[config.mk]
export PLATFORM = sky130hd
export DESIGN_NAME = phy_control_reg_a_upper
export DESIGN_NICKNAME = d
export VERILOG_FILES = /design/src/hdl/phy_control_reg_a_upper.v
export VERILOG_INCLUDE_DIRS = /design/src /design/src/hdl
export SDC_FILE = /design/constraint.sdc
export NUM_CORES = 1
export LEC_CHECK = 0
export ABC_AREA = 1
export BUFFER_PORTS_ARGS = -buffer_cell sky130_fd_sc_hd__buf_2
export CORE_MARGIN = 5
export CORE_UTILIZATION = 46
export DETAILED_ROUTE_END_ITERATION = 8
export PLACE_DENSITY = 0.69
export REMOVE_ABC_BUFFERS = 1
export SKIP_LAST_GASP = 1
export SYNTH_ARGS = -nofsm -noshare
export SYNTH_HDL_FRONTEND = slang
export SYNTH_SLANG_ARGS = --single-unit
export TNS_END_PERCENT = 20
[constraint.sdc]
create_clock -name i_clk -period 2.1 [get_ports i_clk]
set_clock_uncertainty 0.05 [all_clocks]
set_input_delay 0.42 -clock i_clk [delete_from_list [all_inputs] [get_ports i_clk]]
set_output_delay 0.42 -clock i_clk [all_outputs]
set_load 0.01 [all_outputs]
[src/hdl/phy_control_a_regs.vh]
// constants for the upper half of control register a
// Summary of operation
// - noise timing enable applies noise timing even in maintenance state
// - noise timer reloads from noise max on idle to noise/active/unknown
// - noise wide mode bypasses 2-bit prescaler, 16-bit timer, tick per 80 ns
// - connection wide mode bypasses 8-bit prescaler, 16-bit timer, tick per 80 ns
// - both wide mode bits writable only in off or maintenance state
// - in maintenance or override, scrub request selects idle onto receive bytes
// - scrub request always writable but acts only in maintenance or override
// - symbol transmit output follows only the maintenance line state select
// - parity enable checks even parity on ten transmit byte lines
// - violation mode clear: event on every violation counter increment
// - min idle mode set: event only when gap counter reaches 16
// - min idle mode clear: event on every gap counter increment
// - min idle mode leaves minimum detector events unaffected
// - loopback bit drives the active-low external loop pin low
// - every register bit clears to zero on reset
// - restricted bits ignore writes outside off or maintenance state
// - register sits at address 00 and is readable and writable
`ifndef PHY_CONTROL_A_REGS_VH
`define PHY_CONTROL_A_REGS_VH
`define PHY_CONTROL_A_ADDR 5'h00
`define PHY_CONTROL_A_RESET 16'h0000
`define PHY_CONTROL_A_WMASK 16'h7F80
`define BIT_NOISE_TIMING 14
`define BIT_NOISE_WIDE 13
`define BIT_CONN_WIDE 12
`define BIT_SCRUB_REQ 11
`define BIT_PARITY_EN 10
`define BIT_VIOL_OVF 9
`define BIT_MINI_OVF 8
`define BIT_LOOPBACK 7
`define LS_IDLE 2'h0
`define LS_NOISE 2'h1
`define LS_ACTIVE 2'h2
`define LS_UNKNOWN 2'h3
`define NOISE_PRESCALE 2'h3
`define CONN_PRESCALE 8'hFF
`define IDLE_BYTE 10'h3FF
`endif

[src/hdl/phy_control_reg_a_upper.v]
// upper half of control register a with the logic its bits steer
`include "phy_control_a_regs.vh"
module phy_control_reg_a_upper (
  // clock, reset, enable
  input wire i_clk,
  input wire i_reset,
  input wire i_ce,
  // register access, one-cycle strobes
  input wire [4:0] i_addr,
  input wire i_wr,
  input wire i_rd,
  input wire [15:0] i_wdata,
  output reg [15:0] o_rdata,
  // connection management state
  input wire i_cm_off,
  input wire i_cm_maintenance_state,
  input wire i_cm_noise_timing,
  input wire i_configuration_override,
  // line state and noise max reload
  input wire [1:0] i_line_state,
  input wire [15:0] i_noise_max_reload,
  // receive path
  input wire [9:0] i_rx_data,
  output reg [9:0] o_rx_byte,
  // transmit path
  input wire [9:0] i_mac_transmit_byte,
  input wire [4:0] i_tx_symbol,
  input wire [4:0] i_maintenance_symbol,
  input wire i_use_maintenance_symbol,
  output reg [4:0] o_symbol_transmit_out,
  output reg o_parity_error,
  // counter events
  input wire i_violation_detected,
  input wire i_min_gap_detected,
  input wire i_min_detector_event,
  output reg o_violation_count_event,
  output reg o_minimum_idle_count_event,
  // timers and external loop pin
  output reg [15:0] o_noise_event_timer,
  output reg [15:0] o_connection_timer,
  output reg o_noise_timer_expired_flag,
  output reg o_external_loop_pin_n
);

  reg [15:0] phy_control_a;
  reg [1:0] noise_prescale;
  reg [7:0] conn_prescale;
  reg [1:0] last_line_state;
  reg noise_running;
  reg [7:0] violation_symbol_counter;
  reg [3:0] minimum_idle_counter;
  reg [15:0] next_control;
  wire sel;
  wire restricted_ok;
  wire noise_active;
  wire noise_tick;
  wire conn_tick;
  wire left_idle;
  wire scrub_active;
  wire parity_odd;

  // timer step shared by both 16-bit timers
  function [15:0] inc16;
    input [15:0] value;
    begin
      inc16 = value + 16'h0001;
    end
  endfunction

  // step shared by the connection prescaler and the violation counter
  function [7:0] inc8;
    input [7:0] value;
    begin
      inc8 = value + 8'h01;
    end
  endfunction

  // step for the minimum idle gap counter
  function [3:0] inc4;
    input [3:0] value;
    begin
      inc4 = value + 4'h1;
    end
  endfunction

  assign sel = (i_addr == `PHY_CONTROL_A_ADDR);
  assign restricted_ok = i_cm_off | i_cm_maintenance_state;
  assign noise_active = i_cm_noise_timing |
    (i_cm_maintenance_state & phy_control_a[`BIT_NOISE_TIMING]);
  assign noise_tick = phy_control_a[`BIT_NOISE_WIDE] | (noise_prescale == `NOISE_PRESCALE);
  assign conn_tick = phy_control_a[`BIT_CONN_WIDE] | (conn_prescale == `CONN_PRESCALE);
  assign left_idle = (last_line_state == `LS_IDLE) && (i_line_state != `LS_IDLE);
  // scrub request only acts in maintenance or under override
  assign scrub_active = (i_cm_maintenance_state | i_configuration_override) & phy_control_a[`BIT_SCRUB_REQ];
  assign parity_odd = ^i_mac_transmit_byte;

  always @*
  begin
    next_control = (i_wdata & `PHY_CONTROL_A_WMASK) | (phy_control_a & ~`PHY_CONTROL_A_WMASK);
    if (!restricted_ok)
    begin
      next_control[`BIT_NOISE_WIDE] = phy_control_a[`BIT_NOISE_WIDE];
      next_control[`BIT_CONN_WIDE] = phy_control_a[`BIT_CONN_WIDE];
    end
    next_control[15] = 1'b0;
  end

  always @(posedge i_clk)
  begin
    if (i_reset)
    begin
      phy_control_a <= `PHY_CONTROL_A_RESET;
      o_rdata <= 16'h0000;
      noise_prescale <= 2'h0;
      conn_prescale <= 8'h00;
      last_line_state <= `LS_IDLE;
      noise_running <= 1'b0;
      violation_symbol_counter <= 8'h00;
      minimum_idle_counter <= 4'h0;
      o_rx_byte <= 10'h000;
      o_symbol_transmit_out <= 5'h00;
      o_parity_error <= 1'b0;
      o_violation_count_event <= 1'b0;
      o_minimum_idle_count_event <= 1'b0;
      o_noise_event_timer <= 16'h0000;
      o_connection_timer <= 16'h0000;
      o_noise_timer_expired_flag <= 1'b0;
      o_external_loop_pin_n <= 1'b1;
    end
    else if (i_ce)
    begin
      if (sel && i_wr)
      begin
        phy_control_a <= next_control;
      end
      if (sel && i_rd)
      begin
        o_rdata <= phy_control_a;
      end
      else
      begin
        o_rdata <= 16'h0000;
      end
      o_external_loop_pin_n <= ~phy_control_a[`BIT_LOOPBACK];

      // scrub multiplexer
      if (scrub_active)
      begin
        o_rx_byte <= `IDLE_BYTE;
      end
      else
      begin
        o_rx_byte <= i_rx_data;
      end

      // transmit symbols ignore scrub request
      if (i_use_maintenance_symbol)
      begin
        o_symbol_transmit_out <= i_maintenance_symbol;
      end
      else
      begin
        o_symbol_transmit_out <= i_tx_symbol;
      end
      o_parity_error <= phy_control_a[`BIT_PARITY_EN] & parity_odd;

      // violation counter
      o_violation_count_event <= 1'b0;
      if (i_violation_detected)
      begin
        violation_symbol_counter <= inc8(violation_symbol_counter);
        if (!phy_control_a[`BIT_VIOL_OVF])
        begin
          o_violation_count_event <= 1'b1;
        end
        else if (violation_symbol_counter == 8'hFF)
        begin
          o_violation_count_event <= 1'b1;
        end
      end

      // minimum idle gap counter; detector events pass regardless of mode
      o_minimum_idle_count_event <= i_min_detector_event;
      if (i_min_gap_detected)
      begin
        minimum_idle_counter <= inc4(minimum_idle_counter);
        if (!phy_control_a[`BIT_MINI_OVF])
        begin
          o_minimum_idle_count_event <= 1'b1;
        end
        else if (minimum_idle_counter == 4'hF)
        begin
          o_minimum_idle_count_event <= 1'b1;
        end
      end

      // connection timer
      conn_prescale <= phy_control_a[`BIT_CONN_WIDE] ? 8'h00 : inc8(conn_prescale);
      if (conn_tick)
      begin
        o_connection_timer <= inc16(o_connection_timer);
      end

      // noise event timer counts up to all ones from the reload value
      last_line_state <= i_line_state;
      noise_prescale <= phy_control_a[`BIT_NOISE_WIDE] ? 2'h0 : noise_prescale + 2'h1;
      o_noise_timer_expired_flag <= 1'b0;
      if (noise_active && left_idle)
      begin
        o_noise_event_timer <= i_noise_max_reload;
        noise_running <= 1'b1;
      end
      else if (i_line_state == `LS_IDLE || !noise_active)
      begin
        noise_running <= 1'b0;
      end
      else if (noise_running && noise_tick)
      begin
        if (o_noise_event_timer == 16'hFFFF)
        begin
          o_noise_timer_expired_flag <= 1'b1;
          noise_running <= 1'b0;
        end
        else
        begin
          o_noise_event_timer <= inc16(o_noise_event_timer);
        end
      end
    end
  end

endmodule

# == Yosys cells after proc, flatten, opt, wreduce, memory -nomap -nowiden ==
# Index checks and enable logic that the tools add are counted.
# W data, S select, Z words.
# totals
output_inout_bits,68
in_bits,82
ff_bits,108
word_cells,86
# classes
n_reduce_logical,22
muxes,23
bitwise_logic,10
n_eq_ne,7
n_addsub,6
# ops
op,count
$mux W16,4
$add A16 B1 Y16 const B,2
$add A8 B1 Y8 const B,2
$eq A16 B16 Y1 const B,1
$eq A8 B8 Y1 const B,2
$mux W15,1
$or A15 B7 Y15,1
$mux W1,14
$mux W10,1
$reduce_xor A10 Y1,1
$mux W8,1
$reduce_and A2 Y1,4
$reduce_and A3 Y1,2
$reduce_bool A3 Y1,2
$logic_and A1 B1 Y1,5
$logic_not A5 Y1,1
$mux W5,1
$or A1 B1 Y1,5
$add A4 B1 Y4 const B,1
$eq A4 B4 Y1 const B,1
$logic_not A2 Y1,2
$ne A2 B2 Y1 const B,2
$reduce_and A4 Y1,1
$reduce_bool A2 Y1,2
7 further kinds,9

# == Longest topological paths before layout ==
# depth
depth_word,6
ltp_mapped,11
ltp_nobuf,10

# == Worst setup path before layout ==
# No wires, ideal clock.
# synth_path
path_type,register to register
startpoint,register o_noise_event_timer[0]
endpoint,register o_noise_event_timer[3]
path_stages_with_launch,12
n_path_buf,2
setup_slack_ps,462
t_required_ps,1986
arrival_ps,1525
setup_ps,64
period_less_slack_ps,1638
path_cell_list,dfxtp_1 ha_1 nand2_1 nor2_4 nand2_2 nor2_2 nand2_2 nand3_2 buf_6 buf_8 nor2_1 nor2_1
# synth_via
elab_chain_cells,5
elab_cells_between_ends,8
cone_classes,add/sub (1); eq/ne (2); mux (4); reduce/logical (1)
# synth_lines
element,line_no,rtl
from (decl),phy_control_reg_a_upper.v:39,"output reg [15:0] o_noise_event_timer,"
from (signal assigned),phy_control_reg_a_upper.v:210,o_noise_event_timer <= i_noise_max_reload;
from (signal assigned),phy_control_reg_a_upper.v:226,o_noise_event_timer <= inc16(o_noise_event_timer);
$add A16 B1 Y16,phy_control_reg_a_upper.v:66,inc16 = value + 16'h0001;
$mux W16,phy_control_reg_a_upper.v:219,if (o_noise_event_timer == 16'hFFFF)
$mux W16,phy_control_reg_a_upper.v:217,else if (noise_running && noise_tick)
$mux W16,phy_control_reg_a_upper.v:213,else if (i_line_state == `LS_IDLE || !noise_active)
$mux W16,phy_control_reg_a_upper.v:208,if (noise_active && left_idle)
# Parallel ways exist; a longest one is shown, timed or not. The select of a mux whose other input is x is not followed.
# A chain may end at the register's enable or synchronous reset.

# == Worst setup path in the final report ==
# layout_path
startpoint,register o_noise_event_timer[0]
endpoint,register o_noise_event_timer[11]
# The elaborated chain is that of the path after synthesis.

==> flow_summary.toml <==
[run_status]
run_status = "finished, final reports clean"

[timing]
setup_viol = 0
slew_viol_final = 0
tns_ns = 0
fin_crit_sh = 0.851
worst_pin_slew_ns = 0.659
max_slew_margin = 0.558
fmax_mhz = 560
min_period_ns = 1.79
finalHoldViolCount = 0
rsz0062_at_grt = "no"

[clock_tree]
hold_buffers = 0
clk_pin_slew_ns = 0.09
cts_resized = 0
cts_tree = "done"
cts_inserted_buffers = 9
postCtsSetupBuffers = 0
root_buffer = "clkbuf_8"
cts_sinks = 94
clock_latency_ns = 0.36
cts_buffer_depth = 2
htree_levels = 3

[synthesis]
ys_types = 35
ys_async_sr_fraction = 0
ys_seq_elements = 94
synth_area_um2 = 4830
synthCells = 731
synth-edff-count = 0
post_synth.cell_area_avg_um2 = 6.61
ys_seq_area_frac = 0.390
ys.flop_type = "dfxtp_1"
yosysWarnings = 0

[floorplanning]
fp.dieH_um = 112
fp.dieW_um = 112
row_count = 37
initial_core_util = 0.470
die-area_um2 = 12600
ioPinCount = 150
coreArea_um2 = 10300

[drt]
drt-pass1-iter-count = 7
num_vias = 5035
wl_per_cell_um = 12.9
wl_mm = 13.0
antenna_left = 0
post-route-drc-count = 0
drt_iter0_markers = 318
avgViaCountPerCell = 5.00

[setup_path]
arrival_ns = 1.99
path_max_fanout = 29
cp-end-kind = "flip-flop"
start_kind = "flip-flop"
crit_required_ns = 2.30
path_class = "flip-flop to flip-flop"

[pwr]
p_clk_frac = 0.355
swShare = 0.257
power_mw = 3.53
intPower_mw = 2.62
p_switching_uw = 906
leakagePower_nw = 2.79
power_frac_comb = 0.115
power.density_nw_per_um2 = 602
seqPwrFrac = 0.530
vdd_drop_max_mv = 0.370

[global_routing]
antenna_found_initial = 0
use_met2 = 0.344
grt_pass1_vias = 4649
grt_pass1_wl_mm = 21.3
busiest_layer = "met2"
grt_overflow = 0
grt_util_all_layers = 0.201
met3_usage = 0.0394
use_met1 = 0.250
grt_max_degree = 34

[layout]
mostFrequentLayoutCell = "nand2_1"
nets = 955
n_antenna_cell = 0
drive_gt1_frac = 0.216
stdcell_area_um2 = 5860
syn2layout_area_growth_pct = 21.4
layout_common_cells = "nand2_1, buf_2, nor2_1"

[place]
place_congestion = 0.927
dp_hpwl_mm = 9.98
io_buffers = 140
placed_cell_area_um2 = 5660

[job]
drv_cap = 0

[min_path]
hp-class = "primary input to flip-flop"
==> cell families after synthesis <==
group                    count (synthesis)  synth area share
buffers and inverters                  103            0.0920
XOR/XNOR                                20            0.0363
flip-flops                              94             0.390
adder cells (fa/ha/maj)                  6            0.0155
AND/OR/NAND/NOR                        400             0.350
other                                    1          0.000776
AO/OA/AOI/OAI                          107             0.116
==> power groups by stage <==
stage	logic, mW	registers (mW)	clock network (mW)
CTS	0.408	1.87	1.29
global route	0.460	1.88	1.37
detailed placement	0.406	1.91	0
finish	0.406	1.87	1.25
floorplan	0.188	1.92	0
global placement	0.396	1.91	0
==> metrics by stage <==
stage / setup WS (ns) / utilization / cells / hold slack (ns)
6_report: 0.313 / 0.570 / 1008 / 0.275
5_1_grt: 0.0769 / 0.570 / 1008 / 0.281
3_5_place_dp: 0.308 / 0.550 / 992 / 0.392
2_1_floorplan: 0.339 / - / 701 / 0.380
4_1_cts: 0.319 / 0.570 / 1008 / 0.260
3_3_place_gp: 0.365 / 0.550 / 992 / 0.387
==> cell usage after synthesis (4+ instances only) <==
| cell type | count | area, um2 |
|---|---|---|
| a21oi_1 | 54 | 270 |
| buf_2 | 4 | 20.0 |
| buf_4 | 9 | 67.6 |
| clkbuf_1 | 13 | 48.8 |
| dfxtp_1 | 94 | 1880 |
| ha_1 | 6 | 75.1 |
| inv_1 | 70 | 263 |
| nand2_1 | 206 | 773 |
| nand2_2 | 4 | 25.0 |
| nand3_1 | 55 | 275 |
| nand4_1 | 12 | 75.1 |
| nor2_1 | 95 | 357 |
| nor3_1 | 12 | 60.1 |
| o211ai_1 | 5 | 37.5 |
| o21ai_0 | 41 | 205 |
| or2_2 | 5 | 31.3 |
| xnor2_1 | 4 | 35.0 |
| xor2_1 | 16 | 140 |
==> path summary, 6_finish.rpt <==
check,startpoint,endpoint,slack [ns],cells after the start
worst max-delay path,o_noise_event_timer[0],o_noise_event_timer[11],0.31,11
worst min register to register,o_parity_error,o_parity_error,0.41,2
worst min-delay path,i_rx_data[8],o_rx_byte[8],0.27,3
worst max register to register,o_noise_event_timer[0],o_noise_event_timer[11],0.31,11
==> cell type report <==
cell class / count / area (um2)
Fill cell: 1037 / 4410
Multi-Input combinational cell: 534 / 2500
Sequential cell: 94 / 1880
Timing Repair Buffer: 155 / 826
Inverter: 73 / 274
Tap cell: 136 / 170
Clock buffer: 11 / 151
Clock inverter: 5 / 56.3
==> worst max-delay path, cell delays in order, from the launching register on <==
cell and delay (ns):
dfxtp_1 0.40, ha_1 0.18, nand2_1 0.12, nor2_4 0.18, nand2_2 0.10, nor2_2 0.12
nand2_2 0.08, nand3_2 0.09, buf_12 0.17, nand2_1 0.07, nand2_1 0.06, nor2_1 0.04
==> flip-flops by register name, indices dropped and copies added, names as in the netlist, 2 cells and up <==
signal                    cells
o_connection_timer           16
o_noise_event_timer          16
o_rx_byte                    10
o_rdata                       9
conn_prescale                 8
phy_control_a                 8
violation_symbol_counter      8
o_symbol_transmit_out         5
minimum_idle_counter          4
last_line_state               2
noise_prescale                2
==> metal layers <==
layer / wire (um) / up-vias
li1: - / 2604
met1: 5670 / 2267
met2: 6220 / 145
met3: 806 / 19
met4: 270 / 0
met5: 0 / -
No activity file was read; power rests on OpenSTA's default activity.
